**src/rtl/fwsf_consts.vh**
```
// Constants for the single-clock buffer with status flags.
// Assumes inclusion by the buffer and its bench; definitions only.
`ifndef FWSF_CONSTS_VH
`define FWSF_CONSTS_VH
// ----------------------------------------
// Geometry
// ----------------------------------------
`define FWSF_DW 8
`define FWSF_AW 4
`define FWSF_PW 5
`define FWSF_DEPTH 16
// ----------------------------------------
// Programmable-full styles
// ----------------------------------------
`define FWSF_PF_CONST 2'h0
`define FWSF_PF_DYN_SINGLE 2'h1
`define FWSF_PF_RANGE 2'h2
`define FWSF_PF_DYN_RANGE 2'h3
// ----------------------------------------
// Default thresholds and reset values
// ----------------------------------------
`define FWSF_PF_THRESH 5'h0c
`define FWSF_PF_ASSERT 5'h0d
`define FWSF_PF_NEGATE 5'h09
`define FWSF_PE_THRESH 5'h04
`define FWSF_PTR_RST 5'h00
`define FWSF_ONE 5'h01
`define FWSF_CNT_FULL 5'h10
`define FWSF_CNT_AFULL 5'h0f
`endif

```
**src/rtl/fwsf_fifo.v**
```verilog
// Single-clock first-in first-out buffer with full, empty, almost, programmable
// and handshake flags. Assumes writer and reader logic on mclk; no pin inputs.
`timescale 1ns/1ns
`include "fwsf_consts.vh"
module fwsf_fifo #(
    parameter [1:0] PF_STYLE = `FWSF_PF_CONST,
    parameter [4:0] PF_THRESH = `FWSF_PF_THRESH,
    parameter [4:0] PF_ASSERT = `FWSF_PF_ASSERT,
    parameter [4:0] PF_NEGATE = `FWSF_PF_NEGATE,
    parameter [4:0] PE_THRESH = `FWSF_PE_THRESH
) (
    // System
    input wire mclk,
    input wire rst_n,
    // Write side
    input wire wen,
    input wire [`FWSF_DW-1:0] wdata,
    input wire wclr,
    output reg wr_ack,
    output reg overflow,
    output reg wfull,
    output reg almost_full,
    output reg prog_full,
    // Programmable thresholds from ports
    input wire [`FWSF_PW-1:0] prog_full_thresh,
    input wire [`FWSF_PW-1:0] prog_full_assert,
    input wire [`FWSF_PW-1:0] prog_full_negate,
    // Read side
    input wire ren,
    input wire rclr,
    output reg [`FWSF_DW-1:0] rdata,
    output reg rd_ack,
    output reg underflow,
    output reg rempty,
    output reg almost_empty,
    output reg prog_empty
);

// ----------------------------------------
// Storage and pointers
// ----------------------------------------
// Single clock, so pointers are compared directly in binary; the Gray
// crossing belongs to the dual-clock variant only.
reg [`FWSF_DW-1:0] mem [0:`FWSF_DEPTH-1];
reg [`FWSF_PW-1:0] wptr;
reg [`FWSF_PW-1:0] rptr;
wire [`FWSF_PW-1:0] next_wptr;
wire [`FWSF_PW-1:0] next_rptr;
wire [`FWSF_PW-1:0] next_cnt;
wire is_full;
wire is_empty;
wire do_wr;
wire do_rd;

function [`FWSF_PW-1:0] fwsf_count;
    input [`FWSF_PW-1:0] wp;
    input [`FWSF_PW-1:0] rp;
    begin
        fwsf_count = wp - rp;
    end
endfunction

function [`FWSF_PW-1:0] fwsf_inc;
    input [`FWSF_PW-1:0] p;
    begin
        fwsf_inc = p + `FWSF_ONE;
    end
endfunction

// Extra top bit separates full from empty at equal addresses.
assign is_full = (wptr[`FWSF_AW] != rptr[`FWSF_AW]) &&
                 (wptr[`FWSF_AW-1:0] == rptr[`FWSF_AW-1:0]);
assign is_empty = (wptr == rptr);
assign do_wr = wen && !is_full && !wclr;
assign do_rd = ren && !is_empty && !rclr;
assign next_wptr = wclr ? `FWSF_PTR_RST : (do_wr ? fwsf_inc(wptr) : wptr);
assign next_rptr = rclr ? `FWSF_PTR_RST : (do_rd ? fwsf_inc(rptr) : rptr);
assign next_cnt = fwsf_count(next_wptr, next_rptr);

// ----------------------------------------
// Programmable-full threshold selection
// ----------------------------------------
reg [`FWSF_PW-1:0] pf_set;
reg [`FWSF_PW-1:0] pf_clr;
reg pf_paired;
always @* begin
    pf_set = PF_THRESH;
    pf_clr = PF_THRESH;
    pf_paired = 1'b0;
    case (PF_STYLE)
        `FWSF_PF_CONST: begin
            pf_set = PF_THRESH;
            pf_clr = PF_THRESH;
        end
        `FWSF_PF_DYN_SINGLE: begin
            pf_set = prog_full_thresh;
            pf_clr = prog_full_thresh;
        end
        `FWSF_PF_RANGE: begin
            pf_set = PF_ASSERT;
            pf_clr = PF_NEGATE;
            pf_paired = 1'b1;
        end
        `FWSF_PF_DYN_RANGE: begin
            pf_set = prog_full_assert;
            pf_clr = prog_full_negate;
            pf_paired = 1'b1;
        end
        default: begin
            pf_set = PF_THRESH;
            pf_clr = PF_THRESH;
        end
    endcase
end

reg next_pf;
always @* begin
    if (!pf_paired) begin
        next_pf = (next_cnt >= pf_set);
    end else if (next_cnt >= pf_set) begin
        next_pf = 1'b1;
    end else if (next_cnt < pf_clr) begin
        next_pf = 1'b0;
    end else begin
        next_pf = prog_full;
    end
end

// ----------------------------------------
// Write side
// ----------------------------------------
always @(posedge mclk) begin
    if (do_wr) begin
        mem[wptr[`FWSF_AW-1:0]] <= wdata;
    end
end

// Level flags are registered from the next pointer values so that they line up
// with the pointers on the same edge; costs a little logic depth.
always @(posedge mclk or negedge rst_n) begin
    if (!rst_n) begin
        wptr <= `FWSF_PTR_RST;
    end else begin
        wptr <= next_wptr;
    end
end

// ----------------------------------------
// Write handshake
// ----------------------------------------
always @(posedge mclk or negedge rst_n) begin
    if (!rst_n) begin
        wr_ack <= 1'b0;
        overflow <= 1'b0;
    end else if (wclr) begin
        wr_ack <= 1'b0;
        overflow <= 1'b0;
    end else begin
        wr_ack <= do_wr;
        overflow <= wen && is_full;
    end
end

// ----------------------------------------
// Write level flags
// ----------------------------------------
always @(posedge mclk or negedge rst_n) begin
    if (!rst_n) begin
        wfull <= 1'b0;
    end else begin
        wfull <= (next_cnt == `FWSF_CNT_FULL);
    end
end

always @(posedge mclk or negedge rst_n) begin
    if (!rst_n) begin
        almost_full <= 1'b0;
    end else begin
        almost_full <= (next_cnt == `FWSF_CNT_AFULL);
    end
end

// A clear of the write side alone drops the flag at once, even in the
// paired styles, because the count it was set on no longer exists.
always @(posedge mclk or negedge rst_n) begin
    if (!rst_n) begin
        prog_full <= 1'b0;
    end else if (wclr) begin
        prog_full <= 1'b0;
    end else begin
        prog_full <= next_pf;
    end
end

// ----------------------------------------
// Read side
// ----------------------------------------
always @(posedge mclk or negedge rst_n) begin
    if (!rst_n) begin
        rptr <= `FWSF_PTR_RST;
    end else begin
        rptr <= next_rptr;
    end
end

// The word is held between reads, so a stalled reader loses nothing.
always @(posedge mclk or negedge rst_n) begin
    if (!rst_n) begin
        rdata <= {`FWSF_DW{1'b0}};
    end else if (do_rd) begin
        rdata <= mem[rptr[`FWSF_AW-1:0]];
    end
end

// ----------------------------------------
// Read handshake
// ----------------------------------------
always @(posedge mclk or negedge rst_n) begin
    if (!rst_n) begin
        rd_ack <= 1'b0;
        underflow <= 1'b0;
    end else if (rclr) begin
        rd_ack <= 1'b0;
        underflow <= 1'b0;
    end else begin
        rd_ack <= do_rd;
        underflow <= ren && is_empty;
    end
end

// ----------------------------------------
// Read level flags
// ----------------------------------------
always @(posedge mclk or negedge rst_n) begin
    if (!rst_n) begin
        rempty <= 1'b1;
    end else begin
        rempty <= (next_wptr == next_rptr);
    end
end

always @(posedge mclk or negedge rst_n) begin
    if (!rst_n) begin
        almost_empty <= 1'b0;
    end else begin
        almost_empty <= (next_cnt == `FWSF_ONE);
    end
end

always @(posedge mclk or negedge rst_n) begin
    if (!rst_n) begin
        prog_empty <= 1'b1;
    end else begin
        prog_empty <= (next_cnt <= PE_THRESH);
    end
end

endmodule

```
**config.mk**
```make
export PLATFORM = sky130hd
export DESIGN_NAME = fwsf_fifo
export DESIGN_NICKNAME = d
export VERILOG_FILES = /design/src/rtl/fwsf_fifo.v
export VERILOG_INCLUDE_DIRS = /design/src /design/src/rtl
export SDC_FILE = /design/constraint.sdc
export NUM_CORES = 1
export LEC_CHECK = 0
export BUFFER_PORTS_ARGS = -buffer_cell sky130_fd_sc_hd__buf_2
export CAP_MARGIN = 0
export CORE_UTILIZATION = 40
export CTS_CLUSTER_DIAMETER = 200
export DETAILED_ROUTE_END_ITERATION = 16
export MAX_ROUTING_LAYER = met4
export PLACE_DENSITY = 0.56
export SYNTH_ARGS = -nofsm -noshare
export SYNTH_HDL_FRONTEND = slang
export SYNTH_SLANG_ARGS = --single-unit
export TNS_END_PERCENT = 20
```
**constraint.sdc**
```tcl
create_clock -name mclk -period 3.1 [get_ports mclk]
set_input_delay 0.62 -clock mclk [delete_from_list [all_inputs] [get_ports mclk]]
set_output_delay 0.62 -clock mclk [all_outputs]
set_load 0.1 [all_outputs]
```
## Word-level counts from Yosys, hierarchy flattened

Memories as Yosys holds them, arrays and structs flattened. A register that Yosys moved wholly into a read port is not among the register bits.
Cells that the tools add are included.

| storage, ports and cells | value |
|---|---|
| flip-flop bits (word level) | 20 |
| memory bits (writable) | 128 |
| input bits | 29 |
| output and inout bits | 18 |
| word-level logic and storage cells | 48 |
| memories | 1 |

Memories:

| memory | words | bits a word | rd ports | clocked after memory_dff | wr ports | RTL line | text |
|---|---|---|---|---|---|---|---|
| mem | 16 | 8 | 1 | 1 | 1 | fwsf_fifo.v:44 | `` reg [`FWSF_DW-1:0] mem [0:`FWSF_DEPTH-1]; `` |

| operators by class | value |
|---|---|
| add/subtract/negate cells | 3 |
| magnitude comparators | 2 |
| eq/ne operators | 7 |
| muxes and demuxes | 11 |
| reduce and logical (&&, ||, !) cells | 12 |

Operator list:

| kind | count |
|---|---|
| 5-bit two-way mux | 4 |
| 5-bit by 1-bit adder with 5-bit output, second input constant | 2 |
| 5-bit == test | 2 |
| 1-bit logical AND | 7 |
| 1-bit two-way mux | 7 |
| 5-bit by 1-bit == test with 1-bit output, second input constant | 1 |
| 5-bit by 4-bit == test with 1-bit output, second input constant | 1 |
| 5-bit == test, second input constant | 1 |
| 5-bit by 4-bit greater-or-equal comparator with 1-bit output, second input constant | 1 |
| 5-bit by 3-bit less-or-equal comparator with 1-bit output, second input constant | 1 |
| 1-bit zero test | 5 |
| 5-bit subtractor | 1 |
| 4-bit == test | 1 |
| 1-bit inequality test | 1 |

## Depth between registers and ports, before layout

| depth | value |
|---|---|
| word-level depth | 10 |
| gate-level depth with buffers | 14 |
| depth with buffers taken out | 13 |

## Worst setup path before layout

OpenSTA, ideal clock, no wires.

| timing | value |
|---|---|
| kind | reg2reg |
| start | register rptr[0] |
| end | register almost_empty |
| arrival time | 2.998 ns |
| data required time | 2.999 ns |
| slack | 0.001 ns |
| cell stages (with the launch flop) | 15 |
| path buffers | 1 |
| period minus slack after synthesis | 3.099 ns |
| cells stage by stage | dfrtp_1 -> buf_6 -> xor2_2 -> nor4_4 -> nand2b_1 -> nand2_1 -> xnor2_1 -> or2_2 -> ha_1 -> fa_1 -> inv_1 -> a21o_1 -> a21oi_1 -> xor3_2 -> nor4_1 |

| between the ends | value |
|---|---|
| cells in the longest elaborated chain, start to end | 9 |

RTL lines:

| item | RTL line | text |
|---|---|---|
| start, declared | fwsf_fifo.v:46 | `` reg [`FWSF_PW-1:0] rptr; `` |
| start signal, assigned | fwsf_fifo.v:200 | `` rptr <= `FWSF_PTR_RST; `` |
| start signal, assigned | fwsf_fifo.v:202 | `rptr <= next_rptr;` |
| parallel branches: the longest is 7 deep, another holds 5-bit by 1-bit adder with 5-bit output | n/a |  |
| 5-bit subtractor * | fwsf_fifo.v:59 | `fwsf_count = wp - rp;` |
| 5-bit by 1-bit == test with 1-bit output (no line) * | n/a |  |
| end signal, assigned | fwsf_fifo.v:246 | `` almost_empty <= (next_cnt == `FWSF_ONE); `` |
| end, declared | fwsf_fifo.v:35 | `output reg almost_empty,` |

Every way passes the cells marked *.

## Worst setup path in the final report

| timing | value |
|---|---|
| start | register rptr[0] |
| end | register almost_full |

| between the ends | value |
|---|---|
| cells in the longest elaborated chain, start to end | 9 |

RTL lines:

| item | RTL line | text |
|---|---|---|
| 4-bit == test | fwsf_fifo.v:72 | `` (wptr[`FWSF_AW-1:0] == rptr[`FWSF_AW-1:0]); `` |
| 1-bit logical AND | fwsf_fifo.v:71 | `` assign is_full = (wptr[`FWSF_AW] != rptr[`FWSF_AW]) && `` |
| 1-bit zero test | fwsf_fifo.v:74 | `assign do_wr = wen && !is_full && !wclr;` |
| 1-bit logical AND (2 in a row) | fwsf_fifo.v:74 |  |
| 5-bit two-way mux (2 in a row) | fwsf_fifo.v:76 | `` assign next_wptr = wclr ? `FWSF_PTR_RST : (do_wr ? fwsf_inc(wptr) : wptr); `` |
| via next_wptr[1] | fwsf_fifo.v:47 | `` wire [`FWSF_PW-1:0] next_wptr; `` |
| 5-bit subtractor | fwsf_fifo.v:59 |  |
| 5-bit by 4-bit == test with 1-bit output (no line) | n/a |  |
| end signal, assigned | fwsf_fifo.v:179 | `` almost_full <= (next_cnt == `FWSF_CNT_AFULL); `` |
| end, declared | fwsf_fifo.v:22 | `output reg almost_full,` |

The timed path passes the listed nets, and every way through them passes these cells.

==> flow_metrics.tcl <==
set metrics [dict create \
    result_of_the_run "finished clean" \
    regToRegEndpoint "almost_full" \
    post-place-cells 567 \
    layout_min_cycle_time_ps 2960 \
    insertedDiodeCount 0 \
    detail_route.first_pass.iterations 4 \
    critical_path.slowest_cell "sky130_fd_sc_hd__dfrtp_2" \
    post_layout_nonfiller_instances 603 \
    fin_crit_sh 0.955 \
    cellPowerDensity_nw_per_um2 772 \
    grt_overflow_total 0 \
    detail_route.drc_violations 0 \
    async_reset_ff_frac 0.179 \
    cts_num_sinks 156 \
    warnings_from_yosys 0 \
    worst_setup_path_start_kind "register" \
    setup_cp_type "reg -> reg" \
    arrival_worst_endpoint_ps 3280 \
    fill_cells 1305 \
    worst_slack_placed_ps -40.6 \
    power_mw 5.83 \
    timing.hold.worst.class "in -> async" \
    worst-r2r-cell-count 13 \
    clkSlewWorstSetupHoldPaths_ps 60 \
    antenna_violating_nets_post_route 0 \
    worst-slew-pin-transition_ps 670 \
    avgSynthCellArea_sq_um 19.7 \
    maxSlewViolCount 0 \
    die_w_um 129 \
    finalSetupViolCount 0 \
    power.leakage_nw 2.64 \
    cts_buffers 17 \
    critPathMaxFanout 4 \
    core_region_area_sq_um 15400 \
    ys.flop_type "sky130_fd_sc_hd__edfxtp_1" \
    worstPathBufferInverterCount 1 \
    viasPerCell 5.13 \
    maxClockFrequency_ghz 0.338 \
    clock_tree.root_cell "sky130_fd_sc_hd__clkbuf_16" \
    cts_tree "built" \
    multiInputGateArea_sq_um 1870 \
    register_area_sq_um 4550 \
    synth.net_count 365 \
    netlist_area_sq_um 6420 \
    syn-instance-count 326 \
    timing.critical_path.max_delay_family "simple AND/OR/NAND/NOR gates" \
    timing.final.hold_violations 0 \
    timing.reg2reg.setup_slack_ps 140 \
    clk-insertion-delay-late_ps 420 \
    synth-seq-area-share 0.708 \
    max_cap_viol_count 0 \
    h-tree-depth 4 \
    pin_count_of_the_biggest_net_entering_global_routing 36 \
    cts_max_path_buffers 2 \
    placementRows 45 \
    end_kind "register" \
    ys_ff_latch 156 \
    post_drt_wl_per_cell_um 20.5 \
    max-vdd-ir-drop_mv 0.404 \
    floorplan.die_area_sq_um 16600 \
    number_of_buffers_inserted_by_port_buffering 31 \
    rr_startpoint "rptr[0]" \
    groute.usage.overall 0.174 \
    finalWorstSetupSlack_ps 140 \
    grt_pass1_vias 3209 \
    first_iter_violations 211 \
    dp_hpwl_um 8040 \
    final_layout_size_suffix_gt1_frac 0.385 \
    cts.hold.buffers_added 0 \
    worst_case_headroom_to_the_max_slew_limit 0.554 \
    detail_route.wirelength_um 12400 \
    antenna_found_initial 0 \
    setup_clock_skew_after_layout_ps 10.4 \
    area_growth_pct 17.6 \
    synth_cell_type_count 41 \
    number_of_flops_mapped_to_enable_cells_by_yosys 128 \
    grt_setup_unrepaired "true" \
    worstPathRequired_ps 3420 \
    vias 3095 \
    floorplan.initialDensity 0.416 \
    die_h_um 129 \
    nets 418 \
    critPathMaxStageDelay_ps 420 \
    hold_ws_ps 236 \
    io-pin-count 47 \
    worstPathCellList "xor2_2 -> nor4_4 -> nand2b_1 -> nand2_2 -> buf_6 -> mux2i_4 -> nor2_1 -> ha_1 -> a21o_1 -> a21oi_2 -> xnor2_2 -> and2_4 -> nor4b_2" \
    first_pass_grt_wire_length_um 19400 \
    globalplace.congestion 0.767 \
]
==> final cells by class <==
class                      instances  share of cell area
tap                              211              0.0350
timing repair buffer              49              0.0389
sequential                       156               0.602
inverter                           6             0.00298
clock buffer                      20              0.0578
clock inverter                    12              0.0157
multi-input combinational        149               0.247
==> stage by stage <==
stage	setup TNS [ps]	utilization	area (sq um)
floorplan	0	-	6420
global placement	0	0.446	6870
detailed placement	-84.6	0.446	6870
CTS	-49.2	0.487	7510
global route	-21.4	0.489	7550
finish	0	0.489	7550
==> flip-flops by register name, indices dropped and copies added (netlist names) <==
name          count
mem             128
rdata             8
prog_empty        1
rd_ack            1
wr_ack            1
wptr              5
underflow         1
prog_full         1
rptr              5
rempty            1
almost_empty      1
almost_full       1
wfull             1
overflow          1
==> power breakdown <==
part / internal (mW) / switching (mW)
registers: 2.38 / 0.0408
clock network: 1.18 / 0.797
logic: 0.437 / 0.995
total: 4.00 / 1.83
==> logic make-up after synthesis <==
kind of cell | share of synthesized area
multiplexers | 0.157
adder cells (fa/ha/maj) | 0.0207
AND/OR/NAND/NOR | 0.0612
XOR/XNOR | 0.0242
buffers and inverters | 0.0150
AO/OA/AOI/OAI | 0.0136
flip-flops | 0.708
==> Yosys cell counts (2+ instances only) <==
master,number,share of area
sky130_fd_sc_hd__edfxtp_1,128,0.60
sky130_fd_sc_hd__mux4_2,40,0.14
sky130_fd_sc_hd__dfrtp_1,26,0.10
sky130_fd_sc_hd__and2_1,14,0.014
sky130_fd_sc_hd__nor2_1,12,0.0070
sky130_fd_sc_hd__xor2_1,10,0.014
sky130_fd_sc_hd__ha_1,9,0.018
sky130_fd_sc_hd__mux2_2,8,0.014
sky130_fd_sc_hd__nand2_1,7,0.0041
sky130_fd_sc_hd__and3_1,6,0.0058
sky130_fd_sc_hd__inv_1,6,0.0035
sky130_fd_sc_hd__buf_2,5,0.0039
sky130_fd_sc_hd__clkbuf_1,5,0.0029
sky130_fd_sc_hd__nor3b_1,5,0.0058
sky130_fd_sc_hd__or2_2,5,0.0049
sky130_fd_sc_hd__nand3_1,4,0.0031
sky130_fd_sc_hd__a21oi_1,3,0.0023
sky130_fd_sc_hd__buf_1,3,0.0018
sky130_fd_sc_hd__xnor2_1,3,0.0041
sky130_fd_sc_hd__a21o_1,2,0.0023
sky130_fd_sc_hd__dfstp_2,2,0.0082
sky130_fd_sc_hd__mux2i_1,2,0.0031
sky130_fd_sc_hd__nand4_1,2,0.0019
sky130_fd_sc_hd__nor3_1,2,0.0016
==> cells in the final DEF, fill, tap and decap left out, types with 3 or more instances in the layout <==
cell type / n
sky130_fd_sc_hd__clkbuf_16: 17
sky130_fd_sc_hd__mux2_2: 8
sky130_fd_sc_hd__nor2_1: 11
sky130_fd_sc_hd__and3_1: 6
sky130_fd_sc_hd__nand2_1: 6
sky130_fd_sc_hd__inv_1: 5
sky130_fd_sc_hd__mux4_2: 40
sky130_fd_sc_hd__ha_1: 8
sky130_fd_sc_hd__buf_2: 31
sky130_fd_sc_hd__nand3_1: 4
sky130_fd_sc_hd__inv_6: 3
sky130_fd_sc_hd__buf_4: 17
sky130_fd_sc_hd__or2_2: 3
sky130_fd_sc_hd__and2_1: 13
sky130_fd_sc_hd__edfxtp_1: 128
sky130_fd_sc_hd__dfrtp_1: 25
sky130_fd_sc_hd__clkbuf_1: 3
sky130_fd_sc_hd__nor3b_1: 5
sky130_fd_sc_hd__xor2_1: 9
sky130_fd_sc_hd__clkinv_1: 4
==> worst max-delay path by stage <==
stage	from	end	cells past startpoint
floorplan	rptr[0]	almost_empty	14
global placement	rptr[0]	almost_empty	13
detailed placement	rptr[0]	almost_full	13
CTS	wptr[1]	almost_full	13
global route	rptr[0]	almost_full	13
finish	rptr[0]	almost_full	13
==> per-layer routing <==
metal | part of all wire | up-vias | wire (um) | GRT usage
met2 | 0.46 | 68 | 5680 | 0.242
met3 | 0.039 | 10 | 488 | 0.0353
met5 | 0 | - | 0 | -
met4 | 0.011 | 0 | 130 | 0.0713
li1 | - | 1393 | - | -
met1 | 0.49 | 1624 | 6060 | 0.249
==> worst reg2reg max path, stage by stage (launching register included) <==
cell and delay, ps:
sky130_fd_sc_hd__dfrtp_2 420, sky130_fd_sc_hd__xor2_2 190, sky130_fd_sc_hd__nor4_4 330, sky130_fd_sc_hd__nand2b_1 150, sky130_fd_sc_hd__nand2_2 110, sky130_fd_sc_hd__buf_6 110
sky130_fd_sc_hd__mux2i_4 220, sky130_fd_sc_hd__nor2_1 90, sky130_fd_sc_hd__ha_1 330, sky130_fd_sc_hd__a21o_1 180, sky130_fd_sc_hd__a21oi_2 180, sky130_fd_sc_hd__xnor2_2 170
sky130_fd_sc_hd__and2_4 190, sky130_fd_sc_hd__nor4b_2 180
==> repair_timing <==
action,4_1_cts,5_1_grt
setup endpoints to repair,4,5
resized for setup,14,6
buffers inserted,3,1
pin swaps,9,5
cloned,0,0
Power figures use the tool's default switching activity.
